### config.mk
export PLATFORM = sky130hd
export DESIGN_NAME = srsg_guard
export DESIGN_NICKNAME = d
export VERILOG_FILES = /design/src/core/srsg_pkg.sv /design/src/core/srsg_guard.sv
export SDC_FILE = /design/constraint.sdc
export NUM_CORES = 1
export LEC_CHECK = 0
export BUFFER_PORTS_ARGS = -buffer_cell sky130_fd_sc_hd__buf_2
export CAP_MARGIN = 20
export CORE_ASPECT_RATIO = 0.5
export CORE_MARGIN = 2
export CORE_UTILIZATION = 39
export DETAILED_ROUTE_END_ITERATION = 10
export GPL_TIMING_DRIVEN = 0
export PLACE_DENSITY_LB_ADDON = 0.08
export SETUP_SLACK_MARGIN = 0.5
export SYNTH_ARGS = -nofsm -noshare
export SYNTH_HDL_FRONTEND = slang
export SYNTH_SLANG_ARGS = --single-unit
export TNS_END_PERCENT = 10
### constraint.sdc
create_clock -name mclk_in -period 9.4 [get_ports mclk_in]
set_input_delay 0.94 -clock mclk_in [delete_from_list [all_inputs] [get_ports mclk_in]]
set_output_delay 0.94 -clock mclk_in [all_outputs]
set_load 0.02 [all_outputs]
### src/core/srsg_pkg.sv
package srsg_pkg;
  // Clock rate and derived second tick
  localparam int CLK_HZ = 40000000;
  localparam int SEC_CYCLES = CLK_HZ;
  // Register byte offsets
  localparam logic [7:0] REG_CTRL = 8'h00;
  localparam logic [7:0] REG_REV_WAIT = 8'h04;
  localparam logic [7:0] REG_REV_THR = 8'h08;
  localparam logic [7:0] REG_LR_IDLE = 8'h0c;
  localparam logic [7:0] REG_STATUS = 8'h10;
  localparam logic [7:0] REG_COUNTS = 8'h14;
  localparam logic [7:0] REG_IRQ_STAT = 8'h18;
  localparam logic [7:0] REG_IRQ_MASK = 8'h1c;
  localparam logic [7:0] REG_PEAK = 8'h20;
  // Limits and defaults
  localparam logic [8:0] WAIT_MIN_S = 9'h01e;
  localparam logic [8:0] WAIT_MAX_S = 9'h12c;
  localparam logic [8:0] REV_WAIT_RST = 9'h01e;
  localparam logic [8:0] LR_IDLE_RST = 9'h023;
  localparam logic [6:0] THR_MIN = 7'h01;
  localparam logic [6:0] THR_MAX = 7'h64;
  localparam logic [6:0] THR_RST = 7'h23;
  localparam logic [1:0] REV_TRIP_CNT = 2'h2;
  localparam logic [3:0] LR_TRIP_CNT = 4'ha;
  localparam logic [6:0] LR_SPEED_PCT = 7'h14;
  localparam logic [6:0] FULL_PCT = 7'h64;
  // Filter shift: time constant 2^k cycles, far below a start's torque period
  localparam int FILT_SHIFT = 4;
  // Interrupt bit positions
  localparam int IRQ_REV_EVT = 0;
  localparam int IRQ_REV_TRIP = 1;
  localparam int IRQ_LR_FAIL = 2;
  localparam int IRQ_LR_TRIP = 3;
  localparam int IRQ_BASE_TRIP = 4;
  localparam int IRQ_W = 5;
  typedef enum logic [2:0] {
    ST_IDLE = 3'b000,
    ST_RAMP = 3'b001,
    ST_WAIT = 3'b010,
    ST_RUN = 3'b011,
    ST_HALT = 3'b100
  } srsg_state_type;
endpackage : srsg_pkg

### src/core/srsg_guard.sv
// How it works
// - Count reverse events 0..2; trip when the second one is seen.
// - Wait a 30..300 s interval, default 30 s, between reverse-check attempts.
// - Reverse threshold settable 1..100 percent of load demand, default 35.
// - Reverse check runs on every start until the first good start after power-up.
// - Load demand is low-pass filtered before any evaluation.
// - Hold filtered peak during ramp; peak below threshold means reversed motor.
// - Peak tracking starts only once estimated speed first goes positive.
// - At ramp end, speed under 20 percent of target is a locked rotor.
// - Locked-rotor warning flag is high while detection is active.
// - After locked-rotor failure, idle 30..300 s, default 35 s, then restart.
// - Count locked-rotor failed starts from 0 to 10.
// - Ten consecutive failures disable the drive, trip, enter halt state.
// - After exhausting retries no restart happens until a power cycle.
// - Base phasing trips latch until a power cycle.
//
// Our own choices: the APB interface to the registers and the register offsets.
`timescale 1ns/1ps
`default_nettype none
module srsg_guard
  import srsg_pkg::*;
(
  // Clock and reset
  input wire logic mclk_in,
  input wire logic rst_b_in,
  // APB slave
  input wire logic psel_in,
  input wire logic penable_in,
  input wire logic pwrite_in,
  input wire logic [7:0] paddr_in,
  input wire logic [31:0] pwdata_in,
  output logic [31:0] prdata_out,
  output logic pready_out,
  output logic pslverr_out,
  // Motor loop
  input wire logic start_req_in,
  input wire logic ramp_end_in,
  input wire logic [6:0] load_pct_in,
  input wire logic signed [15:0] speed_est_in,
  input wire logic [15:0] speed_tgt_in,
  input wire logic base_trip_in,
  // Control and status
  output logic run_en_out,
  output logic lr_warn_out,
  output logic rev_trip_out,
  output logic lr_trip_out,
  output logic base_trip_out,
  output logic irq_out
);
  srsg_state_type state_ff;
  logic [8:0] rev_wait_ff;
  logic [6:0] rev_thr_ff;
  logic [8:0] lr_idle_ff;
  logic [IRQ_W-1:0] irq_stat_ff;
  logic [IRQ_W-1:0] irq_mask_ff;
  logic [1:0] rev_cnt_ff;
  logic [3:0] lr_cnt_ff;
  logic rev_armed_ff;
  logic rev_trip_ff;
  logic lr_trip_ff;
  logic base_trip_ff;
  logic tracking_ff;
  logic [10:0] filt_ff;
  logic [6:0] peak_ff;
  logic [25:0] tick_ff;
  logic [8:0] secs_ff;
  logic [31:0] prdata_ff;
  logic wr_en;
  logic rd_en;
  logic sec_tick;
  logic [6:0] filt_pct;
  logic rev_evt;
  logic lr_fail;
  logic good_start;
  logic [IRQ_W-1:0] evt_vec;
  logic [8:0] wait_target_ff;
  logic base_hit;

  // Clamp a programmed wait into its legal seconds range
  function automatic logic [8:0] clamp_wait(input logic [31:0] v);
    if (v[31:0] < {23'h000000, WAIT_MIN_S}) begin
      return WAIT_MIN_S;
    end else if (v[31:0] > {23'h000000, WAIT_MAX_S}) begin
      return WAIT_MAX_S;
    end else begin
      return v[8:0];
    end
  endfunction : clamp_wait

  // Zero-wait APB; writes land in the access cycle
  assign wr_en = psel_in & penable_in & pwrite_in;
  assign rd_en = psel_in & ~pwrite_in;
  assign pready_out = 1'b1;
  assign pslverr_out = 1'b0;
  assign prdata_out = prdata_ff;

  // Configuration registers with range clamps
  always_ff @(posedge mclk_in) begin
    if (!rst_b_in) begin
      rev_wait_ff <= REV_WAIT_RST;
      rev_thr_ff <= THR_RST;
      lr_idle_ff <= LR_IDLE_RST;
      irq_mask_ff <= '0;
    end else if (wr_en) begin
      if (paddr_in == REG_REV_WAIT) begin
        rev_wait_ff <= clamp_wait(pwdata_in);
      end else if (paddr_in == REG_REV_THR) begin
        if (pwdata_in[6:0] < THR_MIN || pwdata_in[31:7] != '0) begin
          rev_thr_ff <= (pwdata_in[31:7] != '0) ? THR_MAX : THR_MIN;
        end else if (pwdata_in[6:0] > THR_MAX) begin
          rev_thr_ff <= THR_MAX;
        end else begin
          rev_thr_ff <= pwdata_in[6:0];
        end
      end else if (paddr_in == REG_LR_IDLE) begin
        lr_idle_ff <= clamp_wait(pwdata_in);
      end else if (paddr_in == REG_IRQ_MASK) begin
        irq_mask_ff <= pwdata_in[IRQ_W-1:0];
      end
    end
  end

  // Read mux, registered at setup so data is valid in the access cycle
  always_ff @(posedge mclk_in) begin
    if (!rst_b_in) begin
      prdata_ff <= '0;
    end else if (rd_en && !penable_in) begin
      if (paddr_in == REG_CTRL) begin
        prdata_ff <= {29'h0, state_ff};
      end else if (paddr_in == REG_REV_WAIT) begin
        prdata_ff <= {23'h0, rev_wait_ff};
      end else if (paddr_in == REG_REV_THR) begin
        prdata_ff <= {25'h0, rev_thr_ff};
      end else if (paddr_in == REG_LR_IDLE) begin
        prdata_ff <= {23'h0, lr_idle_ff};
      end else if (paddr_in == REG_STATUS) begin
        prdata_ff <= {26'h0, rev_armed_ff, lr_warn_out, base_trip_ff, lr_trip_ff,
                      rev_trip_ff, run_en_out};
      end else if (paddr_in == REG_COUNTS) begin
        prdata_ff <= {20'h0, lr_cnt_ff, 6'h0, rev_cnt_ff};
      end else if (paddr_in == REG_IRQ_STAT) begin
        prdata_ff <= {27'h0, irq_stat_ff};
      end else if (paddr_in == REG_IRQ_MASK) begin
        prdata_ff <= {27'h0, irq_mask_ff};
      end else if (paddr_in == REG_PEAK) begin
        prdata_ff <= {25'h0, peak_ff};
      end else begin
        prdata_ff <= '0; // Unmapped reads as zero
      end
    end
  end

  // First-order IIR; the shift keeps the time constant short
  always_ff @(posedge mclk_in) begin
    if (!rst_b_in) begin
      filt_ff <= '0;
    end else begin
      filt_ff <= filt_ff - (filt_ff >> FILT_SHIFT) + {4'h0, load_pct_in};
    end
  end
  assign filt_pct = filt_ff[10:4];

  // Peak hold gated by first positive speed
  always_ff @(posedge mclk_in) begin
    if (!rst_b_in) begin
      tracking_ff <= 1'b0;
      peak_ff <= '0;
    end else if (state_ff != ST_RAMP) begin
      tracking_ff <= 1'b0;
      peak_ff <= (state_ff == ST_IDLE && start_req_in) ? 7'h00 : peak_ff;
    end else begin
      if (speed_est_in > 16'sd0) begin
        tracking_ff <= 1'b1;
      end
      if (tracking_ff && filt_pct > peak_ff) begin
        peak_ff <= filt_pct;
      end
    end
  end

  // Ramp-end decisions; speed*100 < target*20 avoids a divider
  assign lr_fail = (state_ff == ST_RAMP) && ramp_end_in &&
                   ({7'h0, speed_est_in[15] ? 16'h0000 : speed_est_in} * {16'h0, FULL_PCT} <
                    {7'h0, speed_tgt_in} * {16'h0, LR_SPEED_PCT});
  assign rev_evt = (state_ff == ST_RAMP) && ramp_end_in && !lr_fail &&
                   rev_armed_ff && (peak_ff < rev_thr_ff);
  assign good_start = (state_ff == ST_RAMP) && ramp_end_in && !lr_fail && !rev_evt;
  assign lr_warn_out = (state_ff == ST_RAMP);

  // One-second prescaler and seconds counter for waits
  assign sec_tick = (tick_ff == 26'(SEC_CYCLES - 1));
  always_ff @(posedge mclk_in) begin
    if (!rst_b_in || state_ff != ST_WAIT) begin
      tick_ff <= '0;
      secs_ff <= '0;
    end else if (sec_tick) begin
      tick_ff <= '0;
      secs_ff <= secs_ff + 9'h001;
    end else begin
      tick_ff <= tick_ff + 26'h0000001;
    end
  end

  // Wait length latched by which failure led into the wait
  always_ff @(posedge mclk_in) begin
    if (!rst_b_in) begin
      wait_target_ff <= REV_WAIT_RST;
    end else if (rev_evt) begin
      wait_target_ff <= rev_wait_ff;
    end else if (lr_fail) begin
      wait_target_ff <= lr_idle_ff;
    end
  end

  // Halt on the trip edge itself, so the motor never runs a cycle while fault_halt_state
  assign base_hit = base_trip_in | base_trip_ff;

  // Start-up sequencer; halt exits only through reset (power cycle)
  always_ff @(posedge mclk_in) begin
    if (!rst_b_in) begin
      state_ff <= ST_IDLE;
    end else begin
      case (state_ff)
        ST_IDLE: begin
          if (base_hit) begin
            state_ff <= ST_HALT;
          end else if (start_req_in) begin
            state_ff <= ST_RAMP;
          end
        end
        ST_RAMP: begin
          if (base_hit) begin
            state_ff <= ST_HALT;
          end else if (lr_fail) begin
            state_ff <= (lr_cnt_ff + 4'h1 >= LR_TRIP_CNT) ? ST_HALT : ST_WAIT;
          end else if (rev_evt) begin
            state_ff <= (rev_cnt_ff + 2'h1 >= REV_TRIP_CNT) ? ST_HALT : ST_WAIT;
          end else if (ramp_end_in) begin
            state_ff <= ST_RUN;
          end
        end
        ST_WAIT: begin
          if (base_hit) begin
            state_ff <= ST_HALT;
          end else if (sec_tick && secs_ff + 9'h001 >= wait_target_ff) begin
            state_ff <= ST_RAMP;
          end
        end
        ST_RUN: begin
          if (base_hit) begin
            state_ff <= ST_HALT;
          end else if (!start_req_in) begin
            state_ff <= ST_IDLE;
          end
        end
        ST_HALT: state_ff <= ST_HALT;
        default: state_ff <= ST_IDLE;
      endcase
    end
  end
  assign run_en_out = (state_ff == ST_RAMP) || (state_ff == ST_RUN);

  // Event counters and latched trips, cleared by reset; a good start also clears lr_cnt_ff and rev_armed_ff
  always_ff @(posedge mclk_in) begin
    if (!rst_b_in) begin
      rev_cnt_ff <= '0;
      lr_cnt_ff <= '0;
      rev_armed_ff <= 1'b1;
      rev_trip_ff <= 1'b0;
      lr_trip_ff <= 1'b0;
      base_trip_ff <= 1'b0;
    end else begin
      if (base_trip_in) begin
        base_trip_ff <= 1'b1;
      end
      if (rev_evt) begin
        rev_cnt_ff <= rev_cnt_ff + 2'h1;
        if (rev_cnt_ff + 2'h1 >= REV_TRIP_CNT) begin
          rev_trip_ff <= 1'b1;
        end
      end
      if (good_start) begin
        rev_armed_ff <= 1'b0;
        lr_cnt_ff <= '0;
      end
      if (lr_fail && lr_cnt_ff < LR_TRIP_CNT) begin
        lr_cnt_ff <= lr_cnt_ff + 4'h1;
        if (lr_cnt_ff + 4'h1 >= LR_TRIP_CNT) begin
          lr_trip_ff <= 1'b1;
        end
      end
    end
  end
  assign rev_trip_out = rev_trip_ff;
  assign lr_trip_out = lr_trip_ff;
  assign base_trip_out = base_trip_ff;

  // Sticky interrupt status; a new event beats a same-cycle clear
  assign evt_vec = {base_trip_in & ~base_trip_ff, lr_fail & (lr_cnt_ff == 4'h9),
                    lr_fail, rev_evt & (rev_cnt_ff == 2'h1), rev_evt};
  always_ff @(posedge mclk_in) begin
    if (!rst_b_in) begin
      irq_stat_ff <= '0;
    end else if (wr_en && paddr_in == REG_IRQ_STAT) begin
      irq_stat_ff <= (irq_stat_ff & ~pwdata_in[IRQ_W-1:0]) | evt_vec;
    end else begin
      irq_stat_ff <= irq_stat_ff | evt_vec;
    end
  end
  assign irq_out = |(irq_stat_ff & irq_mask_ff);
endmodule : srsg_guard
`default_nettype wire

* Word-level counts from Yosys, hierarchy flattened
Index checks and enable logic that the tools add are counted.
** Storage, ports and cells
- Register bits after elaboration :: 143
- Latch bits :: 0
- RAM bits :: 0
- Memory bits (read-only) :: 0
- Input bits :: 87
- Word-level logic and storage cells :: 151
- Memories :: 0
** Operators by class
- $add $sub $neg :: 6
- Multipliers :: 2
- Div/mod/pow operators :: 0
- Magnitude comparators :: 12
- Equality and inequality tests :: 22
- Shift operators :: 0
- Multiplexer cells :: 36
- Bitwise operators :: 18
- Reductions and logical operators :: 36
** Operator list (count)
- 12-bit two-way mux :: 6
- 7-bit two-way mux :: 9
- 3-bit two-way mux :: 12
- 9-bit two-way mux :: 4
- 8-bit by 5-bit == test with 1-bit output (second input constant) :: 4
- 32-bit by 9-bit greater-than comparator with 1-bit output (second input constant) :: 1
- 32-bit by 5-bit < comparator with 1-bit output (second input constant) :: 1
- 26-bit by 1-bit adder with 26-bit output (second input constant) :: 1
- 26-bit == test (second input constant) :: 1
- 25-bit nonzero test :: 1
- 22-bit by 21-bit < comparator with 1-bit output :: 1
- 15-bit by 5-bit multiplier with 20-bit output (second input constant) :: 1
- 16-bit by 3-bit multiplier with 19-bit output (second input constant) :: 1
- 8-bit by 4-bit == test with 1-bit output (second input constant) :: 2
- 16-bit by 1-bit greater-than comparator with 1-bit output (second input constant) :: 1
- 15-bit two-way mux :: 1
- 3-bit case mux with 5 select lines :: 1
- 1-bit logical AND :: 12
- 11-bit by 7-bit adder with 11-bit output :: 1
- 11-bit by 7-bit subtractor with 11-bit output :: 1
- 5-bit bitwise AND :: 2
- 5-bit OR :: 2
- 9-bit by 1-bit adder with 9-bit output (second input constant) :: 1
- 9-bit greater-or-equal comparator :: 1
- 38 further kinds :: 64

* Depth between registers and ports, before layout
- Depth after elaboration :: 12
- Gate-level depth with buffers :: 25
- Depth with buffers taken out :: 23

* Worst setup path before layout
No wires, ideal clock.
- Path kind :: in2reg
- Start point :: input port speed_est_in[15]
- End point :: register wait_target_ff[7]
- Arrival time :: 5581 ps
- Data required time :: 9270 ps
- Path slack :: 3689 ps
- Stages on the path :: 24
- Path buffers :: 2
- Cell sequence :: clkbuf_1 nand2b_1 inv_1 ha_1 ha_1 inv_1 fa_1 inv_1 ha_1 a211oi_1 nor2_1 or4_1 mux2_2 o211ai_1 ha_1 nand4_1 nor2_1 a211oi_1 o21ai_0 o22ai_1 nand3_2 clkbuf_1 o221ai_1 a31oi_1
** On the way
- Cells in the longest elaborated chain, start to end :: 9
** RTL lines
- from (decl) :: line srsg_guard.sv:39 : input wire logic signed [15:0] speed_est_in,
- 15-bit two-way mux (*) :: line srsg_guard.sv:183 : ({7'h0, speed_est_in[15] ? 16'h0000 : speed_est_in} * {16'h0, FULL_PCT} <
- 15-bit by 5-bit multiplier with 20-bit output (*) :: line srsg_guard.sv:183
- 22-bit by 21-bit < comparator with 1-bit output (*) :: line srsg_guard.sv:183
- 1-bit logical AND (*) :: line srsg_guard.sv:182 : assign lr_fail = (state_ff == ST_RAMP) && ramp_end_in &&
- 1-bit logical NOT :: line srsg_guard.sv:185 : assign rev_evt = (state_ff == ST_RAMP) && ramp_end_in && !lr_fail &&
- 1-bit logical AND (2 in a row) :: line srsg_guard.sv:185
- 1-bit logical AND :: line srsg_guard.sv:186 : rev_armed_ff && (peak_ff < rev_thr_ff);
- 9-bit two-way mux or 2-bit nonzero test (tied branches)
- to (signal assigned) :: line srsg_guard.sv:209 : wait_target_ff <= rev_wait_ff;
- to (signal assigned) :: line srsg_guard.sv:211 : wait_target_ff <= lr_idle_ff;
- to (decl) :: line srsg_guard.sv:76 : logic [8:0] wait_target_ff;
Every way passes the cells marked *; elsewhere a longest branch is shown, timed or not.
A chain may end at the register's enable or synchronous reset.

* Worst setup path in the final report
Same ends and word-level chain as after synthesis.

==> reports/metrics.csv <==
stage,metric,value,unit
timing,tightest_slew,0.837,ns
die,start_util,40.2,%
die,die_h,116,um
timing,rsz0062_at_grt,no,
critical_path,critPathKind,in -> reg,
route,final_antenna_net_count,0,
die,core,0.0243,mm2
critical_path,cp_max_fo,10,
placed_design,dp_slack,2.28,ns
placed_design,io_buffer_count,101,
synth,synth_commonest_cells,"ha_1, dfxtp_1, inv_1",
route,drc,0,
critical_path,reg2reg_slack,6.52,ns
hold_path,hold_path_depth,1,
critical_path,worstReg2RegEnd,filt_ff[9],
timing,period_share,71.4,%
clocking,cts_tree,done,
hold_path,min-delay-start,tick_ff[0],
synth,syn_inst,1198,
clocking,cts_root_buffer,clkbuf_16,
critical_path,reg2regPathDepth,12,
route,dr.pass1.iters,5,
synth,synth_area_leaders,"dfxtp_1, ha_1, inv_1",
finish,fill_cells,2464,
clocking,clk_latency,0.42,ns
synth,avgSynthCellArea,8.16,um2
clocking,cts_hold_buf,0,
route,drt-wirelength-per-cell,15.2,um
timing,period_needed,6.71,ns
finish,syn2layout_area_growth,16.3,%
clocking,cts_buffers,17,
global_routing,grt_pass1_vias,8611,
finish,diodes,0,
route,drtIter0Drc,499,
placed_design,dp_hpwl,20500,um
die,die_area,0.0264,mm2
flow_run,max-cap-violations,0,
clocking,cts.sinks,123,
route,wl,25700,um
finish,postLayoutCoreUtil,46.8,%
hold_path,holdPathEnd,tick_ff[0],
global_routing,antenna_found_initial,0,
synth,synth_edf_count,0,
critical_path,arrival,6.99,ns
finish,final_cell_count_no_fill,1689,
synth,ys_seq_area_share,25.2,%
outcome,status,completed,
die,io-pin-count,127,
placed_design,place.gp.congestion,0.922,
timing,max_freq,149,MHz
global_routing,gr-total-overflow,0,
clocking,clk_pin_slew,0.06,ns
synth,synthFlopType,dfxtp_1,
timing,max_slew_margin,43.4,%
route,num_vias,8678,
timing,setup_ws,2.69,ns
finish,layout-drive-gt1-share,12.6,%
synth,synth_most_common_cell,ha_1,
synth,synth_top_area_share,25.2,%
clocking,ctsHtreeMaxLevel,4,
global_routing,grt_pass1_wl,43100,um
critical_path,end_kind,register,
die,die_w,228,um
hold_path,min_path_type,reg -> reg,
route,viasPerCell,5.14,
synth,synth_cell_type_count,70,
power,power_density,170,mW/mm2
placed_design,dpl.cell_count,1656,
power,peakVddDrop,0.116,mV
die,rows,40,
critical_path,worstReg2RegStart,filt_ff[1],
global_routing,grt_usage,20.3,%
critical_path,worstPathRequired,9.68,ns
timing,finalClockSkew,0.0124,ns
clocking,cts_repair_resize_count,0,
finish,finalNetCount,1568,
critical_path,start_kind,primary input,
global_routing,grt_max_degree,17,
synth,syn_area,0.00977,mm2
synth,yosysTopAreaCell,dfxtp_1,
synth,synth_seq_cells,123,
timing,slew_violations,0,
clocking,postCtsSetupBuffers,0,
timing,fin_setup_tns,0,ns
timing,finalHoldViolations,0,
synth,synth-async-reset-ratio,0,%
power,power,1930,uW
clocking,cts_max_path_buffers,2,
power,p_leak,0.00524,uW
synth,synth_warnings,0,
timing,setup_viol,0,
[flip-flops by register name, summed over array words and instances, names as in the netlist]
signal          flops
rev_wait_ff         9
state_ff            3
rev_armed_ff        1
rev_trip_out        1
wait_target_ff      9
irq_stat_ff         5
lr_trip_out         1
irq_mask_ff         5
rev_cnt_ff          2
lr_idle_ff          9
secs_ff             9
prdata_out         12
peak_ff             7
tick_ff            26
rev_thr_ff          7
lr_cnt_ff           4
tracking_ff         1
base_trip_out       1
filt_ff            11
[metal layers]
layer  wire length [um]  track usage (%)
met5                  0                0
met4                451             5.80
met2              11700             35.4
met1              12200             25.7
met3               1350             4.08
[worst max-delay path by stage]
stage,start,to,slack [ns],depth (start not counted)
2_1_floorplan,speed_est_in[15],wait_target_ff[7],3.69,24
3_3_place_gp,speed_est_in[15],wait_target_ff[7],2.33,25
3_5_place_dp,speed_est_in[15],wait_target_ff[7],2.28,26
4_1_cts,speed_est_in[15],wait_target_ff[7],2.69,26
5_1_grt,speed_est_in[15],wait_target_ff[7],2.10,26
6_report,speed_est_in[15],wait_target_ff[7],2.69,26
[cell type report]
class,count,area [um2],area share (%)
Inverter,123,462,4.06
Multi-Input combinational cell,908,6600,58.0
Clock inverter,14,145,1.28
Timing Repair Buffer,103,518,4.55
Sequential cell,123,2460,21.7
Tap cell,336,420,3.70
Clock buffer,18,439,3.86
Buffer,64,325,2.86
[metrics by stage]
stage / hold WS (ns) / instance area, um2
final: 0.442 / 11400
after global routing: 0.483 / 11400
after CTS: 0.449 / 11400
after detailed placement: 0.436 / 10800
after global placement: 0.426 / 10800
after floorplan: 0.418 / 9850
[layout by cell type, fill, tap and decap left out, types with 12 or more instances in the layout]
| cell | n |
|---|---|
| a21boi_0 | 17 |
| a21o_1 | 14 |
| a21oi_1 | 41 |
| a22oi_1 | 12 |
| and2_1 | 25 |
| and3_1 | 12 |
| buf_2 | 104 |
| buf_4 | 22 |
| clkbuf_1 | 40 |
| clkbuf_16 | 17 |
| conb_1 | 22 |
| dfxtp_1 | 123 |
| fa_1 | 17 |
| ha_1 | 124 |
| inv_1 | 123 |
| mux2i_1 | 21 |
| nand2_1 | 96 |
| nand2b_1 | 18 |
| nand3_1 | 49 |
| nor2_1 | 86 |
| nor2b_1 | 31 |
| nor3_1 | 22 |
| o211ai_1 | 12 |
| o21a_1 | 12 |
| o21ai_0 | 53 |
| xnor2_1 | 38 |
| xor2_1 | 39 |
[where the power goes]
part	switching [uW]	leakage, uW	internal, uW
combinational	374	0.00396	325
sequential	28.1	0.000997	552
clock	253	0.000290	398
total	656	0.00524	1270
[logic make-up (layout without fill, tap and decap cells)]
family          after synthesis  count (layout)  share of synthesized area [%]
xor+xnor                     77              77                           6.90
buf+inv                     187             322                           8.05
flops                       123             123                           25.2
compound gates              244             244                           17.2
fa+ha+maj                   141             141                           19.4
other cells                   2              22                         0.0768
mux                          22              22                           2.27
simple gates                402             402                           21.0
[critical path, cell delays in order]
cell and delay (ns):
buf_2 0.17, clkbuf_1 0.32, nor2b_1 0.09, ha_1 0.21, ha_1 0.19, ha_1 0.30
xor2_1 0.17, ha_1 0.36, nor2b_1 0.15, o21ai_0 0.20, a21boi_0 0.15, o21ai_0 0.28
a21boi_0 0.21, o21ai_0 0.28, mux2_2 0.37, o211ai_1 0.10, ha_1 0.29, nand4_1 0.10
nor2_1 0.06, a211oi_1 0.18, o21ai_0 0.11, o22ai_1 0.65, nand3_2 0.41, clkbuf_1 0.33
o221ai_1 0.29, a31oi_1 0.06
No activity file was read; power rests on OpenSTA's default activity.
